--- config.mk ---
export PLATFORM = sky130hd
export DESIGN_NAME = rpmc_top
export DESIGN_NICKNAME = d
export VERILOG_FILES = /design/src/shared/rpmc_pkg.sv /design/src/rpmc_sync3.sv /design/src/rpmc_pin_mux.sv /design/src/rpmc_top.sv
export SDC_FILE = /design/constraint.sdc
export NUM_CORES = 1
export LEC_CHECK = 0
export BUFFER_PORTS_ARGS = -buffer_cell sky130_fd_sc_hd__buf_2
export CAP_MARGIN = 20
export CORE_AREA = 2 2 72 80
export DETAILED_ROUTE_END_ITERATION = 6
export DIE_AREA = 0 0 74 82
export GPL_TIMING_DRIVEN = 0
export PLACE_DENSITY = 0.75
export SLEW_MARGIN = 0
export SYNTH_ARGS = -nofsm -noshare
export SYNTH_HDL_FRONTEND = slang
export SYNTH_SLANG_ARGS = --single-unit
--- constraint.sdc ---
create_clock -name clk_sys_i -period 1.6 [get_ports clk_sys_i]
set_input_delay 0.08 -clock clk_sys_i [delete_from_list [all_inputs] [get_ports clk_sys_i]]
set_output_delay 0.08 -clock clk_sys_i [all_outputs]
set_load 0.02 [all_outputs]
--- src/shared/rpmc_pkg.sv ---
// Constants for the reduced power mode controller
package rpmc_pkg;
    // Power control register
    localparam logic [7:0] PWR_CTRL_ADDR = 8'h87;
    localparam logic [7:0] PWR_CTRL_RST = 8'h00;
    localparam int IDLE_BIT = 0;
    localparam int STOP_OSC_BIT = 1;
    localparam int GEN_FLAG_A_BIT = 2;
    localparam int GEN_FLAG_B_BIT = 3;
    // Watchdog key that disables the watchdog
    localparam logic [2:0] WDOG_OFF_KEY = 3'h5;
    // Timing: 12 oscillator periods per machine cycle
    localparam int OSC_PER_MC = 12;
    localparam int CLK_PER_OSC = 1;
    localparam int RESUME_MC = 3;
    localparam int RESUME_CYCLES = RESUME_MC * OSC_PER_MC * CLK_PER_OSC;
    localparam int EXT_RST_MC = 2;
    localparam int EXT_RST_CYCLES = EXT_RST_MC * OSC_PER_MC * CLK_PER_OSC;
    // Pin counts
    localparam int PWM_CNT = 11;
    localparam int SYNC_CNT = 4;
    // PWM channels whose pins clamp and pattern take over
    localparam int CLAMP_PWM_CH = 8;
    localparam int PAT_PWM_CH = 9;
    localparam logic [5:0] CNT_ZERO = 6'h00;
    localparam logic [5:0] CNT_ONE = 6'h01;
    // Power states
    typedef enum logic [1:0] {
        RPMC_RUN = 2'b00,
        RPMC_IDLE = 2'b01,
        RPMC_DOWN = 2'b10,
        RPMC_RESUME = 2'b11
    } rpmc_state_t;
endpackage : rpmc_pkg

--- src/rpmc_sync3.sv ---
// Three-stage input synchroniser with agreement filter
`timescale 1ns/1ps
module rpmc_sync3 #(
    // Idle level of the pin, so release of reset shows no false edge
    parameter logic RST_VAL = 1'b1
) (
    // Clock and reset
    input wire logic clk_sys_i,
    input wire logic rst_i,
    // Data
    input wire logic d_i,
    output logic q_o
);
    logic s1_r;
    logic s2_r;
    logic s3_r;

    always_ff @(posedge clk_sys_i) begin
        if (rst_i) begin
            s1_r <= RST_VAL;
            s2_r <= RST_VAL;
            s3_r <= RST_VAL;
        end else begin
            s1_r <= d_i;
            s2_r <= s1_r;
            s3_r <= s2_r;
        end
    end

    // Change counts only once stages two and three agree
    always_ff @(posedge clk_sys_i) begin
        if (rst_i) begin
            q_o <= RST_VAL;
        end else if (s2_r == s3_r) begin
            q_o <= s3_r;
        end
    end
endmodule : rpmc_sync3

--- src/rpmc_pin_mux.sv ---
// One shared pin: alternate function over port, with idle and power-down forcing
`timescale 1ns/1ps
module rpmc_pin_mux (
    // Selection
    input wire logic alt_en_i,
    input wire logic push_pull_i,
    input wire logic force_high_i,
    input wire logic force_hiz_i,
    // Sources
    input wire logic alt_val_i,
    input wire logic port_val_i,
    // Pin
    output logic pin_o,
    output logic pin_oe_n_o
);
    logic val;

    always_comb begin
        val = alt_en_i ? alt_val_i : port_val_i;
        pin_o = 1'b1;
        pin_oe_n_o = 1'b1;
        if (force_hiz_i) begin
            pin_o = 1'b1;
            pin_oe_n_o = 1'b1;
        end else if (force_high_i) begin
            // Open drain releases high; push-pull drives high
            pin_o = 1'b1;
            pin_oe_n_o = !push_pull_i;
        end else if (push_pull_i) begin
            pin_o = val;
            pin_oe_n_o = 1'b0;
        end else begin
            // Open drain: only a low is driven
            pin_o = 1'b0;
            pin_oe_n_o = val;
        end
    end
endmodule : rpmc_pin_mux

--- src/rpmc_top.sv ---
// Reduced power mode controller: idle, power-down, wake and pin states
`timescale 1ns/1ps
module rpmc_top #(
    parameter int PWM_N = rpmc_pkg::PWM_CNT
) (
    // Clock and reset
    input wire logic clk_sys_i,
    input wire logic rst_i,
    // Special-function register port
    input wire logic [7:0] sfr_addr_i,
    input wire logic [7:0] sfr_wdata_i,
    input wire logic sfr_wr_i,
    input wire logic sfr_rd_i,
    output logic [7:0] sfr_rdata_o,
    output logic sfr_hit_o,
    // Watchdog key and overflow
    input wire logic watchdog_key_bit_2_i,
    input wire logic watchdog_key_bit_1_i,
    input wire logic watchdog_key_bit_0_i,
    input wire logic wdog_overflow_i,
    // Interrupt status from the interrupt controller
    input wire logic irq_pending_i,
    input wire logic ext_b_level_mode_i,
    input wire logic ext_b_enabled_i,
    // Pins from the other party
    input wire logic ext_reset_pin_i,
    input wire logic wake_interrupt_line_i,
    input wire logic osc_stable_i,
    // Configuration
    input wire logic dac_freeze_i,
    input wire logic display_channel_pin_enable_i,
    input wire logic ddc_mode_active_i,
    input wire logic sync_out_sel_i,
    input wire logic pat_clamp_sel_i,
    input wire logic [PWM_N-1:0] pwm_en_i,
    // Peripheral sources
    input wire logic [PWM_N-1:0] pwm_val_i,
    input wire logic [PWM_N-1:0] pwm_port_val_i,
    input wire logic [rpmc_pkg::SYNC_CNT-1:0] sync_val_i,
    input wire logic [rpmc_pkg::SYNC_CNT-1:0] sync_port_val_i,
    input wire logic [1:0] ddc_val_i,
    input wire logic [1:0] ddc_port_val_i,
    // Core and clock control
    output logic cpu_halt_o,
    output logic periph_clk_en_o,
    output logic osc_run_o,
    output logic pwm_reset_o,
    output logic adc_abort_o,
    output logic dac_hold_o,
    output logic sys_reset_o,
    output logic [1:0] power_state_o,
    // Pins
    output logic [PWM_N-1:0] pwm_pin_o,
    output logic [PWM_N-1:0] pwm_pin_oe_n_o,
    output logic [rpmc_pkg::SYNC_CNT-1:0] sync_pin_o,
    output logic [rpmc_pkg::SYNC_CNT-1:0] sync_pin_oe_n_o,
    output logic [1:0] ddc_pin_o,
    output logic [1:0] ddc_pin_oe_n_o
);
    localparam logic [5:0] RESUME_LAST = 6'(rpmc_pkg::RESUME_CYCLES - 1);
    localparam logic [5:0] EXT_RST_LAST = 6'(rpmc_pkg::EXT_RST_CYCLES - 1);

    rpmc_pkg::rpmc_state_t state_r;
    logic [7:0] pwr_ctrl_r;
    logic [5:0] resume_cnt_r;
    logic [5:0] rst_cnt_r;
    logic ext_rst_s;
    logic wake_s;
    logic wdog_off;
    logic pwr_wr;
    logic pd_req;
    logic idle_req;
    logic ext_rst_done;
    logic wake_ok;
    logic in_idle;
    logic in_down;

    // The reset and wake pins pass the filtered synchroniser; osc_stable_i is used unsynchronised
    rpmc_sync3 #(
        .RST_VAL(1'b0)
    ) u_sync_rst (
        .clk_sys_i(clk_sys_i),
        .rst_i(rst_i),
        .d_i(ext_reset_pin_i),
        .q_o(ext_rst_s)
    );
    rpmc_sync3 u_sync_wake (
        .clk_sys_i(clk_sys_i),
        .rst_i(rst_i),
        .d_i(wake_interrupt_line_i),
        .q_o(wake_s)
    );

    assign wdog_off = {watchdog_key_bit_2_i, watchdog_key_bit_1_i,
                       watchdog_key_bit_0_i} == rpmc_pkg::WDOG_OFF_KEY;
    assign pwr_wr = sfr_wr_i && (sfr_addr_i == rpmc_pkg::PWR_CTRL_ADDR);
    assign pd_req = pwr_wr && sfr_wdata_i[rpmc_pkg::STOP_OSC_BIT] && wdog_off;
    // A refused power-down with idle also set still enters idle
    assign idle_req = pwr_wr && sfr_wdata_i[rpmc_pkg::IDLE_BIT] && !pd_req;
    assign ext_rst_done = ext_rst_s && (rst_cnt_r == EXT_RST_LAST);
    assign wake_ok = !wake_s && ext_b_level_mode_i && ext_b_enabled_i && osc_stable_i;
    assign in_idle = (state_r == rpmc_pkg::RPMC_IDLE);
    assign in_down = (state_r == rpmc_pkg::RPMC_DOWN);

    // External reset qualifier: counts held cycles
    always_ff @(posedge clk_sys_i) begin
        if (rst_i || !ext_rst_s) begin
            rst_cnt_r <= rpmc_pkg::CNT_ZERO;
        end else if (rst_cnt_r != EXT_RST_LAST) begin
            rst_cnt_r <= rst_cnt_r + rpmc_pkg::CNT_ONE;
        end
    end

    // Power control register; only writes and resets change its general flag bits
    always_ff @(posedge clk_sys_i) begin
        if (rst_i || ext_rst_done || wdog_overflow_i) begin
            pwr_ctrl_r <= rpmc_pkg::PWR_CTRL_RST;
        end else if (pwr_wr) begin
            pwr_ctrl_r <= sfr_wdata_i;
            if (sfr_wdata_i[rpmc_pkg::STOP_OSC_BIT] && !wdog_off) begin
                pwr_ctrl_r[rpmc_pkg::STOP_OSC_BIT] <= 1'b0;
            end
            if (pd_req) begin
                pwr_ctrl_r[rpmc_pkg::IDLE_BIT] <= 1'b0;
            end
        end else if (in_idle && irq_pending_i) begin
            pwr_ctrl_r[rpmc_pkg::IDLE_BIT] <= 1'b0;
        end else if (in_down && wake_ok) begin
            pwr_ctrl_r[rpmc_pkg::STOP_OSC_BIT] <= 1'b0;
        end
    end

    // Power state machine
    always_ff @(posedge clk_sys_i) begin
        if (rst_i) begin
            state_r <= rpmc_pkg::RPMC_RUN;
        end else if (ext_rst_done || wdog_overflow_i) begin
            state_r <= rpmc_pkg::RPMC_RESUME;
        end else begin
            case (state_r)
                rpmc_pkg::RPMC_RUN: begin
                    if (pd_req) begin
                        state_r <= rpmc_pkg::RPMC_DOWN;
                    end else if (idle_req) begin
                        state_r <= rpmc_pkg::RPMC_IDLE;
                    end
                end
                rpmc_pkg::RPMC_IDLE: begin
                    if (irq_pending_i) begin
                        state_r <= rpmc_pkg::RPMC_RESUME;
                    end
                end
                rpmc_pkg::RPMC_DOWN: begin
                    if (wake_ok) begin
                        state_r <= rpmc_pkg::RPMC_RESUME;
                    end
                end
                rpmc_pkg::RPMC_RESUME: begin
                    if (resume_cnt_r == RESUME_LAST) begin
                        state_r <= rpmc_pkg::RPMC_RUN;
                    end
                end
                default: begin
                    state_r <= rpmc_pkg::RPMC_RUN;
                end
            endcase
        end
    end

    // Resume delay counter; a held reset restarts it so timing runs from release
    always_ff @(posedge clk_sys_i) begin
        if (rst_i || ext_rst_done || wdog_overflow_i || state_r != rpmc_pkg::RPMC_RESUME) begin
            resume_cnt_r <= rpmc_pkg::CNT_ZERO;
        end else begin
            resume_cnt_r <= resume_cnt_r + rpmc_pkg::CNT_ONE;
        end
    end

    // Core and clock controls
    always_comb begin
        cpu_halt_o = (state_r != rpmc_pkg::RPMC_RUN);
        periph_clk_en_o = !in_down;
        // Restart by the wake line is analogue and lies outside this block
        osc_run_o = !in_down;
        pwm_reset_o = in_idle || in_down;
        adc_abort_o = in_idle || in_down;
        dac_hold_o = (in_idle || in_down) && dac_freeze_i;
        sys_reset_o = rst_i || ext_rst_done || wdog_overflow_i;
        power_state_o = state_r;
    end

    // Register read port
    always_comb begin
        sfr_hit_o = (sfr_wr_i || sfr_rd_i) && (sfr_addr_i == rpmc_pkg::PWR_CTRL_ADDR);
        sfr_rdata_o = (sfr_rd_i && sfr_hit_o) ? pwr_ctrl_r : 8'h00;
    end

    // PWM pins are open-drain; those with PWM enabled are forced high in both low-power states
    genvar g;
    generate
        for (g = 0; g < PWM_N; g++) begin : g_pwm
            rpmc_pin_mux u_pwm (
                .alt_en_i(pwm_en_i[g]),
                .push_pull_i(1'b0),
                .force_high_i(pwm_en_i[g] && (in_idle || in_down)),
                // Clamp and pattern own these pins even with PWM enabled
                .force_hiz_i(pat_clamp_sel_i && (g == rpmc_pkg::CLAMP_PWM_CH
                    || g == rpmc_pkg::PAT_PWM_CH)),
                .alt_val_i(pwm_val_i[g]),
                .port_val_i(pwm_port_val_i[g]),
                .pin_o(pwm_pin_o[g]),
                .pin_oe_n_o(pwm_pin_oe_n_o[g])
            );
        end
        // Sync outputs 0,1; pattern and clamp 2,3 override their PWM use
        for (g = 0; g < rpmc_pkg::SYNC_CNT; g++) begin : g_sync
            logic sel;
            assign sel = (g < 2) ? sync_out_sel_i : pat_clamp_sel_i;
            rpmc_pin_mux u_sync (
                .alt_en_i(sel),
                .push_pull_i(sel),
                .force_high_i(sel && in_down),
                .force_hiz_i(1'b0),
                .alt_val_i(sync_val_i[g]),
                .port_val_i(sync_port_val_i[g]),
                .pin_o(sync_pin_o[g]),
                .pin_oe_n_o(sync_pin_oe_n_o[g])
            );
        end
        for (g = 0; g < 2; g++) begin : g_ddc
            rpmc_pin_mux u_ddc (
                .alt_en_i(display_channel_pin_enable_i),
                .push_pull_i(1'b0),
                .force_high_i(1'b0),
                .force_hiz_i(display_channel_pin_enable_i &&
                    ((in_idle && !ddc_mode_active_i) || in_down)),
                .alt_val_i(ddc_val_i[g]),
                .port_val_i(ddc_port_val_i[g]),
                .pin_o(ddc_pin_o[g]),
                .pin_oe_n_o(ddc_pin_oe_n_o[g])
            );
        end
    endgenerate

    // Assertions
    chk_pd_locked: assert property (@(posedge clk_sys_i) disable iff (rst_i)
        (pwr_wr && !wdog_off && state_r == rpmc_pkg::RPMC_RUN) |=> !in_down)
        else $error("power-down entered with watchdog enabled");
    chk_idle_entry: assert property (@(posedge clk_sys_i) disable iff (rst_i)
        (state_r == rpmc_pkg::RPMC_RUN && idle_req && !ext_rst_done && !wdog_overflow_i)
        |=> in_idle && cpu_halt_o)
        else $error("idle not entered after idle write");
    chk_resume_time: assert property (@(posedge clk_sys_i) disable iff (rst_i)
        ($rose(state_r == rpmc_pkg::RPMC_RESUME) && !ext_rst_done && !wdog_overflow_i)
        |-> ##35 (state_r == rpmc_pkg::RPMC_RESUME) ##1 (state_r == rpmc_pkg::RPMC_RUN))
        else $error("resume delay not three machine cycles");
    chk_irq_clears: assert property (@(posedge clk_sys_i) disable iff (rst_i)
        (in_idle && irq_pending_i && !pwr_wr && !ext_rst_done && !wdog_overflow_i)
        |=> !pwr_ctrl_r[rpmc_pkg::IDLE_BIT] && state_r == rpmc_pkg::RPMC_RESUME)
        else $error("interrupt did not end idle");
    chk_pwm_high: assert property (@(posedge clk_sys_i) disable iff (rst_i)
        (in_idle || in_down) |-> ((pwm_pin_oe_n_o & pwm_en_i) == pwm_en_i)
        && ((pwm_pin_o & pwm_en_i) == pwm_en_i) && pwm_reset_o)
        else $error("pwm pin driven low in low-power state");
    chk_osc_stop: assert property (@(posedge clk_sys_i) disable iff (rst_i)
        in_down |-> !osc_run_o && !periph_clk_en_o)
        else $error("clock still running in power-down");
    chk_pat_priority: assert property (@(posedge clk_sys_i) disable iff (rst_i)
        pat_clamp_sel_i |-> pwm_pin_oe_n_o[rpmc_pkg::CLAMP_PWM_CH]
        && pwm_pin_oe_n_o[rpmc_pkg::PAT_PWM_CH])
        else $error("pwm drives a pin owned by pattern or clamp");
    chk_sync_high: assert property (@(posedge clk_sys_i) disable iff (rst_i)
        (in_down && sync_out_sel_i) |-> sync_pin_o[0] && !sync_pin_oe_n_o[0])
        else $error("sync output not high in power-down");
    chk_ddc_hiz: assert property (@(posedge clk_sys_i) disable iff (rst_i)
        (in_idle && display_channel_pin_enable_i && !ddc_mode_active_i)
        |-> ddc_pin_oe_n_o == 2'b11)
        else $error("display pins not released in idle");
    chk_ext_reset: assert property (@(posedge clk_sys_i) disable iff (rst_i)
        ext_rst_done |=> pwr_ctrl_r == rpmc_pkg::PWR_CTRL_RST && !in_down)
        else $error("external reset did not clear power control");
    chk_wake_down: assert property (@(posedge clk_sys_i) disable iff (rst_i)
        (in_down && wake_ok && !ext_rst_done && !wdog_overflow_i)
        |=> state_r == rpmc_pkg::RPMC_RESUME)
        else $error("wake line did not end power-down");
endmodule : rpmc_top

==> results of run 1 <==
## per-stage QoR
| stage | power, uW | hold slack, ns |
|---|---|---|
| after floorplan | 1300 | 0.184 |
| after CTS | 2300 | 0.00289 |
| final | 2320 | 0.0134 |
| after global placement | 1550 | 0.265 |
| after global routing | 2460 | 0.0166 |
| after detailed placement | 1560 | 0.272 |
## placed cells by master, fill, tap and decap left out, types with 5 or more instances in the layout
cell        n
buf_2     104
nor2_1     40
buf_4      32
buf_6      27
dfxtp_1    25
and2_4     11
a21oi_1    10
a21oi_2     9
nor2b_1     9
and2_1      8
mux2i_1     8
nand3_1     6
clkbuf_8    6
xor2_1      5
nand2_1     5
## state kept, by name (all words and copies together), names as in the netlist
name and flops:
u_sync_rst.s3_r 1, u_sync_wake.q_o 1, power_state_o 2, u_sync_rst.s1_r 1, u_sync_rst.q_o 1, rst_cnt_r 6
u_sync_wake.s2_r 1, pwr_ctrl_r 8, u_sync_wake.s1_r 1, u_sync_wake.s3_r 1, resume_cnt_r 6, u_sync_rst.s2_r 1
## worst max-delay path by stage
stage	slack, ns	to	depth (start not counted)
global route	-0.05	sys_reset_o	6
detailed placement	-0.24	pwm_pin_o[7]	7
finish	0.02	pwm_pin_o[8]	6
global placement	-0.22	pwm_pin_o[3]	7
CTS	-0.05	sys_reset_o	7
floorplan	0.01	pwr_ctrl_r[0]	7
## cells by family after synthesis
kind of cell / after synthesis / share of synthesized area, %
AOI/OAI and AO/OA: 39 / 13.2
xor gates and xnor gates: 8 / 3.61
adders and majority gates: 6 / 3.87
buffers and inverters: 47 / 16.2
DFF: 30 / 31.0
muxes: 8 / 4.13
and+or+nand+nor: 100 / 28.1
## power by group
part | total, uW | internal (uW) | switching (uW)
registers | 770 | 761 | 8.64
clock network | 554 | 298 | 256
logic | 997 | 540 | 457
## per-layer routing
metal  GRT usage, %  part of all wire (%)  vias up
met4           4.36                  0.99        0
li1               -                     -     1034
met5              0                     0        -
met2           32.1                    54       89
met1           15.4                    37      904
met3           5.28                   8.6        7
## cell type report
cell class                 instances  area, um^2
sequential                        30         609
clock buffer                       7        76.3
timing repair buffer             149         978
multi-input combinational        161        1160
fill                             479        2170
tap                               75        93.8
inverter                           6        30.0
buffer                            20         169
## timing repair
item | 4_1_cts | 5_1_grt
resized for setup | 84 | 27
gates cloned | 2 | 0
pin swaps | 17 | 15
endpoints found under the hold margin | 1 | 0
buffers inserted | 14 | 2
endpoints found under the setup margin | 41 | 33
hold buffers | 1 | 0
## critical path, cell delays in order, from the launching register on
cell     delay, ns
dfxtp_2       0.34
inv_2         0.06
ha_4          0.27
a21o_1        0.17
buf_4         0.12
buf_4         0.12
buf_4         0.14
==> results.md, run 1 <==
* Largest cells by area after synthesis: dfxtp_1, buf_4, nor2_1
* Die Area at 0.00607 mm^2
* Setup Skew at 0.00443 ns
* Dpl cells at 444
* Num CTS Buffers at 5
* Core Rows at 28
* Power per cell area at 744 mW/mm^2
* Total track usage at 16.1%
* Final setup viols at 0
* Yosys top cell area share at 31.0%
* Fmax at 632 MHz
* Gr ovfl total at 0
* DR vias at 2,034
* Clock buffer depth at 2
* Vias in the first global route at 1,894
* Clock latency on the worst-skew pair at 0.27 ns
* Chip Width at 74 um
* Syn Nets at 324
* Top-count cell post-synth: nor2_1
* Setup Slack @ Placement at -0.239 ns
* RSZ-0062 raised after global routing: true
* Slew Limit Fails at 0
* DRT antenna net count at 0
* Max_slew headroom at 75.1%
* DR pass1 iterations at 4
* Clock Sinks at 30
* Hold Path Class: in2reg
* Worst R2R Path Depth at 8
* Tmin final at 1.58 ns
* Worst-path maximum fanout at 6
* Final WS setup at 0.0185 ns
* Core area at 0.00529 mm^2
* Status: finished clean
* DRC viols at 0
* Final hold viol count at 0
* R2R setup slack at 0.10 ns
* Final Cell Area at 0.00312 mm^2
* Flops & latches, synth at 30
* NumNets Final at 459
* Synth Flop Type: dfxtp_1
* First-pass GRT wire length at 7650 um
* CTS clk-pin slew, worst paths at 0.06 ns
* Top cell type by total area after synthesis: dfxtp_1
* Register area share after synthesis at 31.0%
* Min-Delay Endpoint: u_sync_rst.s1_r
* Leakage at 0.00154 uW
* Final worst path period share at 98.8%
* Ys async rst share at 0%
* Post-detail-place hpwl at 3950 um
* Required @ worst endpoint at 1.52 ns
* Fin cells at 448
* Post-DR vias/cell at 4.54
* Avg WL per Cell at 11.5 um
* FF-to-FF End: pwr_ctrl_r[1]
* Critical Path Start: power_state_o[0]
* Max IR drop VDD at 0.351 mV
* Hold_sp: ext_reset_pin_i
* Hold depth at 2
* Final core occ at 58.9%
* Critical path data arrival time at 1.50 ns
* Critical R2R Launch: rst_cnt_r[0]
* Slew @ Worst Pin at 0.374 ns
* Setup TNS at 0 ns
* Netlist Area Pre-Place at 0.00194 mm^2
* Initial DRC Count at 51
* CTS tree: built
* MaxCap Viol Count at 0
* Post-Synthesis Cells at 238
* Placed Instance Area at 0.00271 mm^2
* Setup crit end kind: output pin
* Root Buffer: clkbuf_8
* Initial Util at 36.7%
* IO buf count at 131
* Routed wire length at 5170 um
* Distinct cell type count after synthesis at 38
* I/O pin total at 132
* Die height at 82 um
* H-tree depth at 2
* Initial antenna violation count at 0
* Syn Area/Cell at 8.15 um^2
* Yosys warns at 0
* EDFF count, synth at 0
* GP Congestion at 0.728
* Pin count of the biggest net entering global routing at 11
* Commonest cells post-synth: nor2_1, buf_4, dfxtp_1
* Number of diodes at 0
* Setup CP Type: reg2out
* Crit path launch type: register
* Layout area overhead at 60.8%
* Fraction of layout instances using a drive strength above 1 at 58.7%
Power figures use the tool's default switching activity.
==> inputs of run 2 (changes only) <==
--- a/config.mk
+++ b/config.mk
@@ -7,11 +7,13 @@
 export LEC_CHECK = 0
 export BUFFER_PORTS_ARGS = -buffer_cell sky130_fd_sc_hd__buf_2
 export CAP_MARGIN = 20
-export CORE_AREA = 2 2 72 80
+export CELL_PAD_IN_SITES_DETAIL_PLACEMENT = 0
+export CELL_PAD_IN_SITES_GLOBAL_PLACEMENT = 1
+export CORE_AREA = 2 2 87 98
 export DETAILED_ROUTE_END_ITERATION = 6
-export DIE_AREA = 0 0 74 82
+export DIE_AREA = 0 0 89 100
 export GPL_TIMING_DRIVEN = 0
-export PLACE_DENSITY = 0.75
+export PLACE_DENSITY_LB_ADDON = 0.1
 export SLEW_MARGIN = 0
 export SYNTH_ARGS = -nofsm -noshare
 export SYNTH_HDL_FRONTEND = slang
==> results.md, run 2 (same netlist as run 1, synthesis figures left out) <==
* Status: complete, but fails checks
* Failing checks: setup timing
* H-tree depth at 2 (unchanged)
* Setup Skew at 0.00545 ns (+0.00102 ns)
* Num CTS Buffers at 5 (unchanged)
* I/O pin total at 132 (unchanged)
* MaxCap Viol Count at 0 (unchanged)
* Clock buffer depth at 2 (unchanged)
* Gr ovfl total at 0 (unchanged)
* Commonest non-fill, non-tap cells in the layout: buf_2, buf_6, nor2_1, dfxtp_1, buf_4
* Setup CP Type: reg2out
* Core area at 0.00806 mm^2 (+52%)
* Tmin final at 1.64 ns (+0.0599 ns)
* Largest reg by FF count: pwr_ctrl_r
* First-pass GRT wire length at 8080 um (+5.7%)
* Max IR drop VDD at 0.364 mV (+3.5%)
* GP Congestion at 0.723 (-0.69%)
* Setup Slack @ Placement at -0.339 ns (-0.100 ns)
* Dpl cells at 480 (+8.1%)
* Wire length on met3 at 407 um (-7.9%)
* Slew @ Worst Pin at 0.417 ns (+0.0438 ns)
* Final setup viols at 12 (+12)
* DRC viols at 0 (unchanged)
* Clock Sinks at 30 (unchanged)
* Total power at 2550 uW (+9.8%)
* Avg WL per Cell at 11.5 um (-0.22%)
* Die height at 100 um (+22%)
* Worst-path maximum fanout at 6 (unchanged)
* DRT antenna net count at 0 (unchanged)
* Total track usage at 11.5% (-4.6 points)
* Initial DRC Count at 27 (-47%)
* Crit path launch type: register
* Pin count of the biggest net entering global routing at 11 (unchanged)
* CTS clk-pin slew, worst paths at 0.06 ns (about the same)
* Top flop regs: pwr_ctrl_r: 8 flops, resume_cnt_r: 6 flops, rst_cnt_r: 6 flops
* Die Area at 0.00890 mm^2 (+47%)
* DRT met1 WL at 2200 um (+16%)
* Routed wire length at 5570 um (+7.8%)
* Post-detail-place hpwl at 4340 um (+9.7%)
* Chip Width at 89 um (+20%)
* Required @ worst endpoint at 1.52 ns (about the same)
* Final worst path period share at 103% (+3.7 points)
* Slew Limit Fails at 0 (unchanged)
* Max Used Layer: met4
* Power per cell area at 770 mW/mm^2 (+3.5%)
* Fraction of layout instances using a drive strength above 1 at 60.9% (+2.1 points)
* Max_slew headroom at 72.2% (-2.9 points)
* NumNets Final at 458 (-0.22%)
* Core Rows at 35 (+25%)
* Setup TNS at -0.250 ns (-0.250 ns)
* Fill cells at 875 (+83%)
* Largest register FFs at 8 (unchanged)
* Met2 Wirelength at 2900 um (+4.4%)
* Initial Util at 24.1% (-13 points)
* Leakage at 0.00158 uW (+2.9%)
* Final hold viol count at 0 (unchanged)
* Fin cells at 484 (+8.0%)
* Vias in the first global route at 1,810 (-4.4%)
* Root Buffer: clkbuf_8
* Commonest non-fill, non-tap cell in the layout: buf_2
* Number of diodes at 0 (unchanged)
* CTS tree: built
* DR vias at 2,022 (-0.59%)
* DR pass1 iterations at 4 (unchanged)
* Hold Path Class: in2reg
* Layout area overhead at 70.6%
* Clock latency on the worst-skew pair at 0.27 ns (about the same)
* Fmax at 609 MHz (-3.6%)
* Setup crit end kind: output pin
* Post-DR vias/cell at 4.18 (-8.0%)
* RSZ-0062 raised after global routing: true
* Initial antenna violation count at 0 (unchanged)
* Critical path data arrival time at 1.56 ns (+0.06 ns)
* Final WS setup at -0.0414 ns (-0.0599 ns)
* IO buf count at 131 (unchanged)
==> run 2: path summary, 6_finish.rpt <==
| path | startpoint | end | slack, ns | depth (start not counted) |
|---|---|---|---|---|
| max | power_state_o[1] | pwm_pin_o[7] | -0.04 | 6 |
| min | ext_reset_pin_i | u_sync_rst.s1_r | 0.02 | 2 |
| max reg2reg | power_state_o[0] | power_state_o[1] | 0.10 | 5 |
| min reg2reg | u_sync_wake.s1_r | u_sync_wake.s2_r | 0.41 | 1 |
==> run 2: cell type report <==
class	instances	area [um^2]	area share (%)
Buffer	17	168	5.07
Tap cell	111	139	4.20
Multi-Input combinational cell	161	1210	36.7
Sequential cell	30	613	18.5
Inverter	6	32.5	0.983
Clock buffer	8	110	3.33
Timing Repair Buffer	151	1030	31.2
==> run 2: timing repair <==
action | 4_1_cts | 5_1_grt
pin swaps | 23 | 30
hold endpoints to repair | 1 | 0
endpoints found under the setup margin | 45 | 41
gates cloned | 2 | 0
resized for setup | 98 | 38
setup buffers | 14 | 4
hold buffers | 1 | 0
==> run 2: through the flow <==
| step | cell area (um^2) | util (%) | hold WS [ns] |
|---|---|---|---|
| 6_report | 3310 | 41.1 | 0.0161 |
| 5_1_grt | 3310 | 41.1 | 0.0105 |
| 4_1_cts | 3160 | 39.2 | 0.00773 |
| 3_5_place_dp | 2750 | 34.1 | 0.269 |
| 3_3_place_gp | 2750 | 34.1 | 0.268 |
| 2_1_floorplan | 1960 | - | 0.184 |
==> run 2: power by group <==
group,switching (uW),total (uW),internal [uW]
sequential,11.2,771,760
combinational,492,1080,585
clock,267,700,434
==> run 2: critical path, stage by stage (launching register included) <==
cell and delay [ns]:
dfxtp_4 0.37, inv_4 0.05, ha_4 0.31, clkbuf_16 0.18, clkbuf_16 0.14, and2_4 0.13, buf_6 0.11
==> run 2: metal layers <==
metal / up-vias / GRT usage (%)
met4: 0 / 3.21
met2: 74 / 20.5
li1: 1030 / -
met1: 912 / 13.3
met5: - / 0
met3: 6 / 3.37
